File: src/rtl/sss_params.svh
// Constants of the safety stop supervisor: timing, bit positions, codes.
// Assumes every file that uses these names includes it itself.
`ifndef SSS_PARAMS_SVH
`define SSS_PARAMS_SVH
`define SSS_CLK_MHZ     250
`define SSS_MS_CYC      (1000 * `SSS_CLK_MHZ)
`define SSS_CUT_MAX_MS  8
`define SSS_CUT_MAX_CYC (`SSS_CUT_MAX_MS * `SSS_MS_CYC)
`define SSS_DIV_W       18
`define SSS_TW          16
`define SSS_PW          32
`define SSS_CW_W        16
`define SSS_NPIN        4
`define SSS_PIN_REQ     0
`define SSS_PIN_CH1     1
`define SSS_PIN_CH2     2
`define SSS_PIN_DEV     3
`define SSS_CW_SW_ON    1
`define SSS_CW_EN_VOLT  2
`define SSS_CW_INTP     4
`define SSS_CW_HALT     8
`define SSS_SYNC_RST    4'h0
`define SSS_TMR_RST     16'h0000
`define SSS_RATE_RST    16'h0000
`define SSS_SW_RST      5'h10
`endif

File: src/rtl/sss_pkg.sv
// Types of the safety stop supervisor.
// Assumes sss_params.svh is on the include path.
`include "sss_params.svh"
package sss_pkg;
    typedef enum logic [1:0] {
        SSS_ST_RUN   = 2'h0,
        SSS_ST_DECEL = 2'h1,
        SSS_ST_MON   = 2'h2,
        SSS_ST_BB    = 2'h3
    } sss_state_t;

    typedef enum logic [1:0] {
        SSS_F_NONE = 2'h0,
        SSS_F_DBB  = 2'h1,
        SSS_F_DPM  = 2'h2,
        SSS_F_DSL  = 2'h3
    } sss_func_t;

    typedef enum logic [3:0] {
        SSS_M_NONE = 4'h0,
        SSS_M_PP   = 4'h1,
        SSS_M_PV   = 4'h3,
        SSS_M_PT   = 4'h4,
        SSS_M_HM   = 4'h6,
        SSS_M_IP   = 4'h7,
        SSS_M_CSP  = 4'h8,
        SSS_M_CSV  = 4'h9,
        SSS_M_CST  = 4'hA
    } sss_mode_t;

    typedef struct packed {
        logic sod;
        logic b8;
        logic b12_clr;
        logic b13_set;
        logic b15;
    } sss_status_t;

    typedef struct packed {
        logic [`SSS_TW-1:0] cnt;
        logic               run;
        logic               done;
    } sss_tmr_t;

    typedef struct packed {
        sss_state_t            st;
        logic                  as_act;
        logic [`SSS_DIV_W-1:0] div;
        logic                  pwr;
        logic                  srv;
        logic                  dec;
        logic [`SSS_TW-1:0]    rate;
        sss_status_t           sw;
    } sss_top_t;
endpackage

File: src/rtl/sss_top.sv
// Safety stop supervisor for one servo axis: delayed stop functions,
// active stop and its status bits, hard power cutoff.
// Assumes host signals share sys_clk; pin inputs are asynchronous.
// Notes on behaviour
// - Delayed base block: decelerate, then cut power.
// - Monitor expiry: safe state, power off, disabled for base block; position/speed monitors start otherwise.
// - Position monitor checks travel after deceleration.
// - Speed limit checks speed after deceleration.
// - Request back ON restores normal operation.
// - Request OFF starts active stop deceleration.
// - Torque modes: servo off immediately.
// - Base block: decelerate, then servo off.
// - Position monitor: decelerate, then hold servo locked.
// - Profile position: bits 8,15 set, 12 cleared.
// - Homing: bits 8, 13, 15 set.
// - Cyclic modes: bits 8,15 set, 12 cleared.
// - Interpolated: bits 8,15 set, 12 cleared.
// - Profile velocity/torque: only bits 8, 15.
// - Release needs inputs ON, hold time, command.
// - Homing, profile position: no command needed.
// - After hard cutoff, inputs ON restore operation.
// - No safety device: no current, base block shown.
// - Either cutoff input OFF removes power promptly.
`include "sss_params.svh"
module sss_top #(
    parameter int unsigned MS_CYC  = `SSS_MS_CYC,
    parameter int unsigned CUT_MAX = `SSS_CUT_MAX_CYC
) (
    input  wire logic                 sys_clk,
    input  wire logic                 rst_n,
    input  wire logic                 safe_req_on,
    input  wire logic                 cutoff_request_ch1,
    input  wire logic                 cutoff_request_ch2,
    input  wire logic                 safety_dev_present,
    input  wire sss_pkg::sss_func_t   func_sel,
    input  wire sss_pkg::sss_mode_t   op_mode,
    input  wire logic [`SSS_CW_W-1:0] ctrl_word,
    input  wire logic                 param_set_sel,
    input  wire logic [`SSS_TW-1:0]   decel_rate_param_1,
    input  wire logic [`SSS_TW-1:0]   decel_rate_param_2,
    input  wire logic [`SSS_TW-1:0]   decel_monitor_time_1,
    input  wire logic [`SSS_TW-1:0]   decel_monitor_time_2,
    input  wire logic [`SSS_TW-1:0]   active_stop_hold_time,
    input  wire logic [`SSS_PW-1:0]   pos_travel,
    input  wire logic [`SSS_PW-1:0]   pos_limit,
    input  wire logic [`SSS_PW-1:0]   speed_abs,
    input  wire logic [`SSS_PW-1:0]   speed_limit,
    output logic                      motor_power_en,
    output logic                      servo_on,
    output logic                      decel_cmd,
    output logic [`SSS_TW-1:0]        decel_rate_ref,
    output sss_pkg::sss_status_t      status_bits
);
    sss_pkg::sss_top_t      r_reg;
    sss_pkg::sss_top_t      r_next;
    logic [`SSS_NPIN-1:0]   pins_s;
    logic                   req_on;
    logic                   cut_ok;
    logic                   tick;
    logic                   torque;
    logic                   cmd_ok;
    logic                   dm_start;
    logic                   dm_done;
    logic                   hd_start;
    logic                   hd_done;
    logic                   pos_bad;
    logic                   spd_bad;
    logic                   as_rel;

    sss_sync #(
        .WIDTH (`SSS_NPIN)
    ) u_sync (
        .sys_clk  (sys_clk),
        .rst_n    (rst_n),
        .pin_in   ({safety_dev_present, cutoff_request_ch2,
                    cutoff_request_ch1, safe_req_on}),
        .pin_sync (pins_s)
    );

    sss_timer u_dm_tmr (
        .sys_clk (sys_clk),
        .rst_n   (rst_n),
        .start   (dm_start),
        .tick    (tick),
        .load    (param_set_sel ? decel_monitor_time_2
                                : decel_monitor_time_1),
        .done    (dm_done)
    );

    sss_timer u_hd_tmr (
        .sys_clk (sys_clk),
        .rst_n   (rst_n),
        .start   (hd_start),
        .tick    (tick),
        .load    (active_stop_hold_time),
        .done    (hd_done)
    );

    assign req_on  = pins_s[`SSS_PIN_REQ];
    // Power is allowed only with both cutoff channels ON and a device
    // or bypass jumper fitted.
    assign cut_ok  = pins_s[`SSS_PIN_CH1] && pins_s[`SSS_PIN_CH2]
                     && pins_s[`SSS_PIN_DEV];
    assign tick    = (r_reg.div == `SSS_DIV_W'(MS_CYC - 1));
    assign torque  = (op_mode == sss_pkg::SSS_M_PT)
                     || (op_mode == sss_pkg::SSS_M_CST);
    assign pos_bad = (pos_travel > pos_limit);
    assign spd_bad = (speed_abs > speed_limit);
    // Not while decelerating: the hold done flag may be from a past stop.
    assign as_rel  = r_reg.as_act && req_on && hd_done && cmd_ok
                     && r_reg.st != sss_pkg::SSS_ST_DECEL;

    // Controller command that the current mode needs for release.
    always_comb begin
        case (op_mode)
            sss_pkg::SSS_M_IP:
                cmd_ok = ctrl_word[`SSS_CW_HALT]
                         || !ctrl_word[`SSS_CW_INTP];
            sss_pkg::SSS_M_CSP, sss_pkg::SSS_M_CSV, sss_pkg::SSS_M_PV:
                cmd_ok = ctrl_word[`SSS_CW_HALT];
            sss_pkg::SSS_M_PT, sss_pkg::SSS_M_CST:
                cmd_ok = ctrl_word[`SSS_CW_SW_ON]
                         && ctrl_word[`SSS_CW_EN_VOLT];
            default:
                cmd_ok = 1'b1;
        endcase
    end

    always_comb begin
        r_next   = r_reg;
        dm_start = 1'b0;
        hd_start = 1'b0;
        r_next.div = tick ? '0 : r_reg.div + 1'b1;
        case (r_reg.st)
            sss_pkg::SSS_ST_RUN: begin
                if (!req_on && func_sel != sss_pkg::SSS_F_NONE) begin
                    if (func_sel != sss_pkg::SSS_F_DSL) begin
                        r_next.as_act = 1'b1;
                    end
                    if (torque && func_sel != sss_pkg::SSS_F_DSL) begin
                        r_next.st = sss_pkg::SSS_ST_BB;
                    end else begin
                        r_next.st = sss_pkg::SSS_ST_DECEL;
                        dm_start  = 1'b1;
                    end
                end
            end
            sss_pkg::SSS_ST_DECEL: begin
                if (req_on && !r_reg.as_act) begin
                    r_next.st = sss_pkg::SSS_ST_RUN;
                end else if (dm_done) begin
                    if (func_sel == sss_pkg::SSS_F_DBB) begin
                        r_next.st = sss_pkg::SSS_ST_BB;
                    end else begin
                        r_next.st = sss_pkg::SSS_ST_MON;
                    end
                end
            end
            sss_pkg::SSS_ST_MON: begin
                if ((func_sel == sss_pkg::SSS_F_DPM && pos_bad)
                    || (func_sel == sss_pkg::SSS_F_DSL && spd_bad)) begin
                    r_next.st = sss_pkg::SSS_ST_BB;
                end else if (req_on && !r_reg.as_act) begin
                    r_next.st = sss_pkg::SSS_ST_RUN;
                end
            end
            default: begin
                if (req_on && cut_ok && !r_reg.as_act) begin
                    r_next.st = sss_pkg::SSS_ST_RUN;
                end
            end
        endcase
        // The stop ends only when all conditions hold, and the state leaves
        // on that edge so bits 8 and 15 drop together; a limit trip wins.
        if (as_rel) begin
            r_next.as_act = 1'b0;
            if (r_reg.st == sss_pkg::SSS_ST_BB
                || r_next.st != sss_pkg::SSS_ST_BB) begin
                r_next.st = sss_pkg::SSS_ST_RUN;
            end
        end
        if (!cut_ok) begin
            r_next.st = sss_pkg::SSS_ST_BB;
        end
        // The hold time runs from when the stop leaves deceleration, or from its start when a torque mode skips it.
        hd_start = r_next.as_act && r_next.st != sss_pkg::SSS_ST_DECEL
                   && (r_reg.st == sss_pkg::SSS_ST_DECEL || !r_reg.as_act);
        r_next.pwr = cut_ok && r_next.st != sss_pkg::SSS_ST_BB;
        r_next.srv = r_next.pwr;
        r_next.dec = r_next.st == sss_pkg::SSS_ST_DECEL;
        r_next.rate = param_set_sel ? decel_rate_param_2
                                    : decel_rate_param_1;
        r_next.sw.sod = r_next.st == sss_pkg::SSS_ST_BB;
        r_next.sw.b8  = r_next.as_act;
        r_next.sw.b15 = r_next.as_act
                        || r_next.st != sss_pkg::SSS_ST_RUN;
        r_next.sw.b12_clr = r_next.as_act
                            && (op_mode == sss_pkg::SSS_M_PP
                                || op_mode == sss_pkg::SSS_M_IP
                                || op_mode == sss_pkg::SSS_M_CSP
                                || op_mode == sss_pkg::SSS_M_CSV
                                || op_mode == sss_pkg::SSS_M_CST);
        r_next.sw.b13_set = r_next.as_act
                            && op_mode == sss_pkg::SSS_M_HM;
    end

    // Reset lands in base block with power off until inputs are seen.
    always_ff @(posedge sys_clk or negedge rst_n) begin
        if (!rst_n) begin
            r_reg      <= '0;
            r_reg.st   <= sss_pkg::SSS_ST_BB;
            r_reg.rate <= `SSS_RATE_RST;
            r_reg.sw   <= `SSS_SW_RST;
        end else begin
            r_reg <= r_next;
        end
    end

    assign motor_power_en = r_reg.pwr;
    assign servo_on       = r_reg.srv;
    assign decel_cmd      = r_reg.dec;
    assign decel_rate_ref = r_reg.rate;
    assign status_bits    = r_reg.sw;

    // Cycles for which power has stayed on with cutoff requested.
    logic [31:0] cut_cnt;
    always_ff @(posedge sys_clk or negedge rst_n) begin
        if (!rst_n) begin
            cut_cnt <= '0;
        end else if (!cut_ok && motor_power_en) begin
            cut_cnt <= cut_cnt + 1'b1;
        end else begin
            cut_cnt <= '0;
        end
    end

    AST_CUT_BOUND: assert property (
        @(posedge sys_clk) disable iff (!rst_n) cut_cnt < CUT_MAX)
        else $error("Power stayed on past the cutoff limit.");

    AST_CUT_POWER: assert property (
        @(posedge sys_clk) disable iff (!rst_n)
        !cut_ok |=> !motor_power_en && !servo_on)
        else $error("Cutoff input OFF did not remove power.");

    AST_NO_DEVICE: assert property (
        @(posedge sys_clk) disable iff (!rst_n)
        !pins_s[`SSS_PIN_DEV] [*2] |-> status_bits.sod && !motor_power_en)
        else $error("Missing safety device did not block power.");

    AST_DBB_EXPIRE: assert property (
        @(posedge sys_clk) disable iff (!rst_n)
        r_reg.st == sss_pkg::SSS_ST_DECEL && dm_done && cut_ok
        && func_sel == sss_pkg::SSS_F_DBB && !(req_on && !r_reg.as_act)
        |=> !motor_power_en && status_bits.sod)
        else $error("Monitor expiry did not enter base block.");

    AST_DECEL_START: assert property (
        @(posedge sys_clk) disable iff (!rst_n)
        r_reg.st == sss_pkg::SSS_ST_RUN && !req_on && !torque && cut_ok
        && func_sel == sss_pkg::SSS_F_DBB
        |=> decel_cmd && servo_on && status_bits.b8)
        else $error("Request OFF did not start deceleration.");

    AST_TORQUE_OFF: assert property (
        @(posedge sys_clk) disable iff (!rst_n)
        r_reg.st == sss_pkg::SSS_ST_RUN && !req_on && torque
        && func_sel != sss_pkg::SSS_F_NONE
        && func_sel != sss_pkg::SSS_F_DSL |=> !servo_on ##1 !servo_on)
        else $error("Torque mode did not turn the servo off.");

    AST_DPM_LOCK: assert property (
        @(posedge sys_clk) disable iff (!rst_n)
        r_reg.st == sss_pkg::SSS_ST_DECEL && dm_done && cut_ok
        && r_reg.as_act && func_sel == sss_pkg::SSS_F_DPM
        |=> servo_on && !decel_cmd)
        else $error("Position monitor did not hold the servo.");

    AST_MON_TRIP: assert property (
        @(posedge sys_clk) disable iff (!rst_n)
        r_reg.st == sss_pkg::SSS_ST_MON
        && ((func_sel == sss_pkg::SSS_F_DPM && pos_bad)
            || (func_sel == sss_pkg::SSS_F_DSL && spd_bad))
        |=> !motor_power_en)
        else $error("Limit violation did not cut power.");

    AST_RELEASE: assert property (
        @(posedge sys_clk) disable iff (!rst_n)
        status_bits.b8 && !(req_on && hd_done && cmd_ok
                            && r_reg.st != sss_pkg::SSS_ST_DECEL)
        |=> status_bits.b8)
        else $error("Active stop cleared too early.");

    AST_CLEAR_BITS: assert property (
        @(posedge sys_clk) disable iff (!rst_n)
        r_reg.as_act && req_on && hd_done && cmd_ok && cut_ok
        && r_reg.st != sss_pkg::SSS_ST_DECEL
        && !(r_reg.st == sss_pkg::SSS_ST_MON && (pos_bad || spd_bad))
        |=> !status_bits.b8 && !status_bits.b15)
        else $error("Bits 8 and 15 did not clear together.");

    AST_HOMING_BITS: assert property (
        @(posedge sys_clk) disable iff (!rst_n)
        status_bits.b8 && $past(op_mode) == sss_pkg::SSS_M_HM
        |-> status_bits.b13_set && status_bits.b15 && !status_bits.b12_clr)
        else $error("Homing active stop bits wrong.");

    AST_PP_BITS: assert property (
        @(posedge sys_clk) disable iff (!rst_n)
        status_bits.b8 && $past(op_mode) != sss_pkg::SSS_M_HM
        |-> status_bits.b15 && !status_bits.b13_set
            && (status_bits.b12_clr == ($past(op_mode) != sss_pkg::SSS_M_PV
                && $past(op_mode) != sss_pkg::SSS_M_PT
                && $past(op_mode) != sss_pkg::SSS_M_NONE)))
        else $error("Active stop status bits wrong for mode.");

    AST_RESUME: assert property (
        @(posedge sys_clk) disable iff (!rst_n)
        r_reg.st != sss_pkg::SSS_ST_RUN && req_on && cut_ok
        && !r_reg.as_act && !(r_reg.st == sss_pkg::SSS_ST_MON
                              && (pos_bad || spd_bad))
        |=> motor_power_en && !status_bits.b15)
        else $error("Inputs ON did not restore operation.");
endmodule

File: src/rtl/sss_sync.sv
// Two flip-flop synchroniser for the asynchronous safety pins.
// Assumes pins settle to OFF (low) as the safe reading at reset.
`include "sss_params.svh"
module sss_sync #(
    parameter int WIDTH = `SSS_NPIN
) (
    input  wire logic             sys_clk,
    input  wire logic             rst_n,
    input  wire logic [WIDTH-1:0] pin_in,
    output logic      [WIDTH-1:0] pin_sync
);
    logic [WIDTH-1:0] meta_reg;

    always_ff @(posedge sys_clk or negedge rst_n) begin
        if (!rst_n) begin
            meta_reg <= WIDTH'(`SSS_SYNC_RST);
            pin_sync <= WIDTH'(`SSS_SYNC_RST);
        end else begin
            meta_reg <= pin_in;
            pin_sync <= meta_reg;
        end
    end
endmodule

File: src/rtl/sss_timer.sv
// Millisecond down timer: loaded by start, counts on tick, flags done.
// Assumes tick is a one-cycle enable pulse from the top's divider.
`include "sss_params.svh"
module sss_timer (
    input  wire logic               sys_clk,
    input  wire logic               rst_n,
    input  wire logic               start,
    input  wire logic               tick,
    input  wire logic [`SSS_TW-1:0] load,
    output logic                    done
);
    sss_pkg::sss_tmr_t r_reg;
    sss_pkg::sss_tmr_t r_next;

    // Done stays high until the next start.
    always_comb begin
        r_next = r_reg;
        if (start) begin
            r_next.cnt  = load;
            r_next.run  = 1'b1;
            r_next.done = 1'b0;
        end else if (tick && r_reg.run) begin
            if (r_reg.cnt == `SSS_TMR_RST) begin
                r_next.run  = 1'b0;
                r_next.done = 1'b1;
            end else begin
                r_next.cnt = r_reg.cnt - 1'b1;
            end
        end
    end

    always_ff @(posedge sys_clk or negedge rst_n) begin
        if (!rst_n) begin
            r_reg <= '0;
        end else begin
            r_reg <= r_next;
        end
    end

    assign done = r_reg.done;
endmodule

File: config.mk
export PLATFORM = sky130hd
export DESIGN_NAME = sss_top
export DESIGN_NICKNAME = d
export VERILOG_FILES = /design/src/rtl/sss_pkg.sv /design/src/rtl/sss_top.sv /design/src/rtl/sss_sync.sv /design/src/rtl/sss_timer.sv
export VERILOG_INCLUDE_DIRS = /design/src /design/src/rtl
export SDC_FILE = /design/constraint.sdc
export NUM_CORES = 1
export LEC_CHECK = 0
export ABC_AREA = 1
export BUFFER_PORTS_ARGS = -buffer_cell sky130_fd_sc_hd__buf_2
export CAP_MARGIN = 30
export CELL_PAD_IN_SITES_DETAIL_PLACEMENT = 0
export CELL_PAD_IN_SITES_GLOBAL_PLACEMENT = 2
export CORE_ASPECT_RATIO = 0.6
export CORE_MARGIN = 2
export CORE_UTILIZATION = 26
export CTS_CLUSTER_SIZE = 20
export DETAILED_ROUTE_END_ITERATION = 6
export HOLD_SLACK_MARGIN = 0.15
export PLACE_DENSITY_LB_ADDON = 0.1
export SETUP_SLACK_MARGIN = 0.4
export SLEW_MARGIN = 5
export SYNTH_ARGS = -nofsm -noshare
export SYNTH_HDL_FRONTEND = slang
export SYNTH_SLANG_ARGS = --single-unit
File: constraint.sdc
create_clock -name sys_clk -period 3.2 [get_ports sys_clk]
set_clock_uncertainty 0.2 [all_clocks]
set_input_delay 0.64 -clock sys_clk [delete_from_list [all_inputs] [get_ports sys_clk]]
set_output_delay 0.64 -clock sys_clk [all_outputs]
set_load 0.05 [all_outputs]
==> impl_results.md, run 1 <==
* Hold Crit Class: reg2reg
* Core area at 0.0253 sq mm
* Starting DRT DRC Count at 305
* Peak VDD IR at 0.270 mV
* Slowest-stage cell, CP: ha_4
* Hold Crit Start: u_sync.meta_reg[1]
* CP max stage delay at 0.26 ns
* Worst endpoint data arrival time at 2.74 ns
* Fin nets at 1,487
* Buf/Inv on CP at 3
* TNS Setup at 0 ns
* Initial antenna violation count at 0
* Post-DP HPWL at 16,100 um
* Ys async rst share at 100%
* GR Layer Usage met3 at 4.02%
* Syn nets at 1,240
* Met2 GRT Util at 20.9%
* Vias at 6,391
* Yosys cell types at 44
* Via density at 4.21
* Global route overflow at 0
* Max FFs per register at 20
* Die footprint at 0.0270 sq mm
* Total Routing Usage GR at 15.4%
* Mean area per synthesized cell at 7.13 sq um
* Cells after synthesis at 936
* Critical R2R Launch: u_hd_tmr.r_reg[2]
* Row count at 45
* Clk sink count at 87
* Mux contribution to synthesized area at 0.450%
* Hold WS at 0.151 ns
* Wire length per cell at 13.3 um
* Pwr per Cell Area at 400 mW/mm^2
* # DRC at 0
* Layout cells sized above 1 at 33.5%
* Final number of max-transition violations at 0
* Compound-cell area share of the yosys netlist at 9.11%
* Multi-input gate area at 0.00396 sq mm
* DRT Pass-1 Iters at 4
* I/O pin count at 261
* Crit path time final at 2.71 ns
* Post-synth EDFFs at 0
* Startpoint class of the critical path: input pin
* Ys Warns at 0
* CTS H-Tree Depth at 3
* Relative slew slack at 58.8%
* Status: complete, no violations
* Worst EP required at 3.23 ns
* GR Util met1 at 24.3%
* Busiest grt layer: met1
* Dominant synthesized flop cell: dfrtp_1
* Final Hold Viols at 0
* Critical path class: in2reg
* Final ANT Viol Nets at 0
* Placed Area at 0.00824 sq mm
* Seq/Total Area, Yosys at 32.7%
* Simple logic cell fraction of the synthesized area at 29.2%
* Reg-to-reg critical path endpoint: u_hd_tmr.r_reg[10]
* Clock-pin slew on the worst setup and hold paths at 0.06 ns
* Die width at 211 um
* R2R setup slack at 0.57 ns
* CTS root buf: clkbuf_16
* Register area at 0.00218 sq mm
* Total CTS buffers at 9
* Top fanout value on the critical path at 7
* CP Cell Sequence: buf_6 -> inv_4 -> ha_4 -> nand2_4 -> nor2_4 -> nand4_1 -> nor2_4 -> nand4_1 -> and2_1 -> nand2_2 -> nand2_2 -> nand2_2 -> nand3b_1 -> o21ai_4 -> nand3_4 -> nand2_8 -> buf_12 -> nand2_2 -> nand2_1 -> nand2_1
* Largest net degree at the start of global routing at 42
* Period utilization at 84.7%
* Adder-Cell Fraction of Synth Area at 12.6%
* Clk_lat worst skew at 0.34 ns
* Seq cells post-synth at 87
* Final core utilization at 36.2%
* Critical Path End Type: register
* Post-Syn Area at 0.00668 sq mm
* ANT cells at 0
* Post-Synth XOR/XNOR Area at 2.89%
* Max_cap viols at 0
* Placer Congestion at 0.743
* Largest family of logic cells by synthesized area: simple AND/OR/NAND/NOR gates
* Die Y at 128 um
* Clock Path Buffers at 2
* Routed WL at 20,200 um
* Global-route wire length before repair at 33,100 um
* RSZ-0062 raised after global routing: true
* IO buf count at 248
* Initial Util at 26.4%
* Static leakage at 0.00505 uW
* Achievable Freq at 369 MHz
* CTS tree: done
* Synthesis-to-layout area growth at 37.1%
* Count of final setup violators at 0
* CP delay by family, top: simple AND/OR/NAND/NOR gates
* Tightest Pin Transition at 0.613 ns
* Post-route cell area at 0.00916 sq mm
* Most frequent CP cell: nand2_2
* Hold path endpoint: u_sync.pin_sync[1]
* # fillers at 2,739
* Hold path cells at 0
* Via count of the first global-routing pass at 6,260
* Cells on worst reg2reg path at 16
-- repair_timing --
item                                   4_1_cts  5_1_grt
endpoints found under the hold margin       27        0
gates cloned                                 2        1
pin swaps                                    8       22
buffers inserted                             2        6
hold buffers                                 1        0
gates resized for setup                     17       77
setup endpoints to repair                    3       37
-- per-layer routing --
layer | wire [um] | up-vias
met2 | 7510 | 143
met1 | 11300 | 2793
li1 | - | 3446
met4 | 117 | 0
met3 | 1250 | 9
met5 | 0 | -
-- worst register-to-register path: stages (launching register included) --
cell and delay, ns:
dfrtp_1 0.37, inv_1 0.09, ha_1 0.21, inv_1 0.07
nor2_2 0.15, nand2_1 0.11, nor2_1 0.14, nand3_1 0.16
nor2_2 0.23, nand3b_1 0.15, nand2_2 0.12, clkinvlp_4 0.10
buf_12 0.15, o21ai_0 0.09, nand2_2 0.06, nand2_1 0.07
nand2_1 0.05
-- how the worst max path moves through the flow --
stage	startpoint	to	slack, ns	cells after the start
2_1_floorplan	pos_limit[23]	u_hd_tmr.r_reg[15]	0.47	19
3_3_place_gp	pos_travel[11]	u_hd_tmr.r_reg[2]	0.04	17
3_5_place_dp	pos_limit[23]	u_hd_tmr.r_reg[2]	0.02	20
4_1_cts	u_dm_tmr.r_reg[2]	u_dm_tmr.r_reg[15]	0.39	15
5_1_grt	pos_limit[21]	u_hd_tmr.r_reg[4]	0.31	20
6_report	pos_limit[21]	u_hd_tmr.r_reg[10]	0.49	20
-- metrics by stage --
stage | instances | power (uW) | worst slack, ns
2_1_floorplan | 936 | 1960 | 0.474
3_3_place_gp | 1489 | 2300 | 0.0376
3_5_place_dp | 1489 | 2300 | 0.0185
4_1_cts | 1510 | 3660 | 0.391
5_1_grt | 1517 | 3910 | 0.313
6_report | 1517 | 3670 | 0.489
-- cell usage in the layout, fill, tap and decap left out, types with 6 or more instances in the layout --
cell,synthesis,final
o21ai_1,4,7
nor2_2,8,14
ha_1,67,55
nand2_2,14,30
buf_6,2,8
nand3_1,57,51
dfrtp_1,84,84
a21oi_1,42,34
nor2_1,71,61
nand3_2,1,7
or2_2,6,6
clkbuf_16,0,10
inv_2,2,9
ha_4,0,10
xor2_1,14,14
nand4_1,12,12
a21oi_2,0,8
o21ai_0,31,28
buf_4,22,20
o211ai_1,8,8
a31oi_1,9,9
xnor2_1,8,8
nor3_1,15,14
inv_1,157,147
nand2_1,249,229
buf_2,5,241
-- cells by family (layout without fill, tap and decap cells) --
| family | count (synthesis) | after routing |
|---|---|---|
| multiplexers | 3 | 3 |
| AO/OA/AOI/OAI | 107 | 107 |
| adder cells (fa/ha/maj) | 67 | 67 |
| XOR/XNOR | 22 | 22 |
| AND/OR/NAND/NOR | 449 | 449 |
| buffers and inverters | 201 | 453 |
| flip-flops | 87 | 87 |
-- layout make-up --
class	instances	share of cell area, %
clock buffers	10	2.50
clock inverters	6	1.45
inverters	159	6.61
multi-input cells	648	43.2
flip-flops and latches	87	23.8
well taps	329	4.50
repair buffers	278	17.9
-- synthesized netlist by cell type (2+ instances only) --
cell / count / area (sq um)
buf_2: 5 / 25.0
nor2_1: 71 / 267
xnor2_1: 8 / 70.1
nand3b_1: 2 / 15.0
inv_2: 2 / 7.51
nor3_2: 2 / 20.0
o21a_1: 4 / 30.0
nand2_1: 249 / 935
nor3b_1: 3 / 22.5
nand2_2: 14 / 87.6
nand3_1: 57 / 285
xor2_1: 14 / 123
buf_6: 2 / 22.5
nor2_2: 8 / 50.1
nor4_1: 5 / 31.3
o211ai_1: 8 / 60.1
inv_1: 157 / 589
a31oi_1: 9 / 56.3
buf_4: 22 / 165
a21oi_1: 42 / 210
dfstp_2: 3 / 78.8
dfrtp_1: 84 / 2100
a21o_1: 2 / 15.0
ha_1: 67 / 838
or2_2: 6 / 37.5
mux2i_1: 3 / 30.0
nand4_1: 12 / 75.1
o21ai_0: 31 / 155
and2_1: 2 / 12.5
o21ai_1: 4 / 20.0
nor3_1: 15 / 75.1
clkbuf_1: 11 / 41.3
-- report_power, final --
group          total, uW  leakage (uW)  internal, uW  switching, uW
Clock               1290      0.000173           842            453
Sequential          1370       0.00105          1230            146
Combinational        998       0.00382           451            548
Note: power is estimated with default switching activity, not from simulation.
==> run 2: changes to the inputs <==
--- a/config.mk
+++ b/config.mk
@@ -13,7 +13,7 @@
 export CELL_PAD_IN_SITES_GLOBAL_PLACEMENT = 2
 export CORE_ASPECT_RATIO = 0.6
 export CORE_MARGIN = 2
-export CORE_UTILIZATION = 26
+export CORE_UTILIZATION = 24
 export CTS_CLUSTER_SIZE = 20
 export DETAILED_ROUTE_END_ITERATION = 6
 export HOLD_SLACK_MARGIN = 0.15
==> constraint.sdc (replaced) <==
create_clock -name sys_clk -period 2.24 [get_ports sys_clk]
set_clock_uncertainty 0.2 [all_clocks]
set_input_delay 0.448 -clock sys_clk [delete_from_list [all_inputs] [get_ports sys_clk]]
set_output_delay 0.448 -clock sys_clk [all_outputs]
set_load 0.05 [all_outputs]
==> impl_results.md, run 2 (synthesized netlist as in run 1, its figures left out) <==
* Status: complete, but fails checks (was complete, no violations)
* Failing checks: setup timing
* DRT Pass-1 Iters at 4 (unchanged)
* Via density at 4.13 (was 4.21)
* Crit path time final at 2.51 ns
* I/O pin count at 261 (unchanged)
* GR Layer Usage met3 at 3.47% (was 4.02%)
* Peak VDD IR at 0.392 mV (was 0.270 mV)
* Top fanout value on the critical path at 8 (was 7)
* CTS tree: done (unchanged)
* Final ANT Viol Nets at 0 (unchanged)
* CTS root buf: clkbuf_16 (unchanged)
* Total CTS buffers at 9 (unchanged)
* Final number of max-transition violations at 0 (unchanged)
* IO buf count at 248 (unchanged)
* Fin nets at 1,663 (was 1,487)
* Wire length per cell at 12.8 um (was 13.3 um)
* Critical Path End Type: register (unchanged)
* Clk_lat worst skew at 0.35 ns (was 0.34 ns)
* Worst endpoint data arrival time at 2.56 ns (was 2.74 ns)
* Via count of the first global-routing pass at 7,122 (was 6,260)
* Vias at 7,155 (was 6,391)
* Placer Congestion at 0.846 (was 0.743)
* Global-route wire length before repair at 35,500 um (was 33,100 um)
* Initial antenna violation count at 0 (unchanged)
* Die footprint at 0.0292 sq mm (was 0.0270 sq mm)
* Max FFs per register at 20 (unchanged)
* P_int at 3620 uW (was 2520 uW)
* Max_cap viols at 0 (unchanged)
* RSZ-0062 raised after global routing: true (unchanged)
* # DRC at 0 (unchanged)
* Die Y at 133 um (was 128 um)
* Pwr per Cell Area at 467 mW/mm^2 (was 400 mW/mm^2)
* Achievable Freq at 398 MHz
* Hold WS at 0.150 ns (was 0.151 ns)
* Sequential Power Share at 35.6% (was 37.5%)
* Die width at 219 um (was 211 um)
* Comb pwr share at 33.5% (was 27.2%)
* Sw power at 1720 uW (was 1150 uW)
* Hold Crit Class: reg2reg (unchanged)
* Synthesis-to-layout area growth at 71.2% (was 37.1%)
* Period utilization at 112%
* Final Hold Viols at 0 (unchanged)
* Initial Util at 24.3% (was 26.4%)
* Core area at 0.0275 sq mm (was 0.0253 sq mm)
* Post-route cell area at 0.0114 sq mm (was 0.00916 sq mm)
* Layout cells sized above 1 at 47.3% (was 33.5%)
* Startpoint class of the critical path: input pin (unchanged)
* Post-DP HPWL at 17,000 um (was 16,100 um)
* Clock Path Buffers at 2 (unchanged)
* Most frequent cells in the layout: buf_2, nand2_1, inv_1, buf_4, dfrtp_1 (was buf_2, nand2_1, inv_1, dfrtp_1, nor2_1)
* Routed WL at 22,200 um (was 20,200 um)
* Total Routing Usage GR at 15.3% (was 15.4%)
* Static leakage at 0.00603 uW (was 0.00505 uW)
* Global route overflow at 0 (unchanged)
* Worst EP required at 2.28 ns (was 3.23 ns)
* Final core utilization at 41.6% (was 36.2%)
* Busiest grt layer: met2 (was met1)
* Clock share of power at 30.8% (was 35.3%)
* Starting DRT DRC Count at 329 (was 305)
* Critical path class: in2reg (unchanged)
* Count of final setup violators at 43 (was 0)
* Met2 GRT Util at 22.8% (was 20.9%)
* CTS H-Tree Depth at 3 (unchanged)
* Clock-pin slew on the worst setup and hold paths at 0.07 ns (was 0.06 ns)
* Tightest Pin Transition at 0.473 ns (was 0.613 ns)
* Most common cell after layout, fill and taps aside: buf_2 (unchanged)
* ANT cells at 0 (unchanged)
* Clk sink count at 87 (unchanged)
* Net Sw Frac at 32.2% (was 31.3%)
* Row count at 47 (was 45)
* Placed Area at 0.00921 sq mm (was 0.00824 sq mm)
* Fin worst setup slack at -0.272 ns (was 0.489 ns)
* GR Util met1 at 22.4% (was 24.3%)
* Largest net degree at the start of global routing at 33 (was 42)
* Relative slew slack at 68.5% (was 58.8%)
[run 2: cell types whose count changed in the layout (fill, tap and decap cells not counted), sizes merged]
cell,delta
bufinv,-2
clkinvlp,-1
clkinv,+3
clkbuf,+1
dlygate4sd3,+40
inv,-1
buf,+136
[run 2: worst paths after layout]
path,startpoint,to,slack [ns],depth (start not counted)
min in group asynchronous,rst_n,decel_rate_ref[7],0.40,2
max in group asynchronous,rst_n,r_reg[43],0.82,3
max reg2reg,u_dm_tmr.r_reg[2],u_dm_tmr.r_reg[6],-0.15,14
max,pos_travel[21],u_hd_tmr.r_reg[11],-0.27,19
min reg2reg,u_sync.meta_reg[0],u_sync.pin_sync[0],0.15,0
min,u_sync.meta_reg[0],u_sync.pin_sync[0],0.15,0
[run 2: cell type report]
cell class,count,area (sq um)
Sequential cell,87,2180
Clock inverter,5,82.6
Inverter,159,628
Fill cell,2904,16000
Tap cell,367,459
Timing Repair Buffer,454,3280
Multi-Input combinational cell,648,4570
Clock buffer,11,233
[run 2: metal layers]
layer / share of wire, % / up-vias
li1: - / 3802
met1: 52 / 3246
met2: 44 / 99
met3: 3.9 / 8
met4: 0.43 / 0
met5: 0 / -
[run 2: power by group through the flow]
stage | clock network [uW] | registers (uW) | logic [uW]
2_1_floorplan | 0 | 1920 | 905
3_3_place_gp | 0 | 1930 | 1560
3_5_place_dp | 0 | 1930 | 1560
4_1_cts | 1730 | 1900 | 1720
5_1_grt | 1780 | 1930 | 2030
6_report | 1650 | 1900 | 1790
[run 2: critical path, cell delays in order]
cell	delay, ns
buf_6	0.10
ha_4	0.27
nand2_4	0.05
nor2_4	0.10
nand4_1	0.13
nor2_4	0.15
nand4_1	0.08
and2_1	0.17
nand2_1	0.05
nand2_1	0.06
nand2_2	0.09
nand3b_1	0.16
o21ai_4	0.12
nand3_4	0.13
nand2_8	0.14
buf_12	0.15
nand2_2	0.05
nand2_1	0.05
nand2_1	0.05
[run 2: timing repair]
action,CTS,global route
hold endpoints to repair,52,0
setup endpoints to repair,53,70
cloned,3,1
pin swaps,29,53
gates resized for setup,110,146
hold buffers,41,0
buffers inserted,32,16
[run 2: through the flow]
stage / power [uW] / std cells / setup TNS [ns] / setup WS, ns
floorplan: 2830 / 936 / -3.84 / -0.236
global placement: 3490 / 1622 / -15.94 / -0.664
detailed placement: 3490 / 1622 / -15.04 / -0.654
CTS: 5360 / 1714 / -4.07 / -0.207
global route: 5750 / 1731 / -13.12 / -0.407
finish: 5340 / 1731 / -6.64 / -0.272
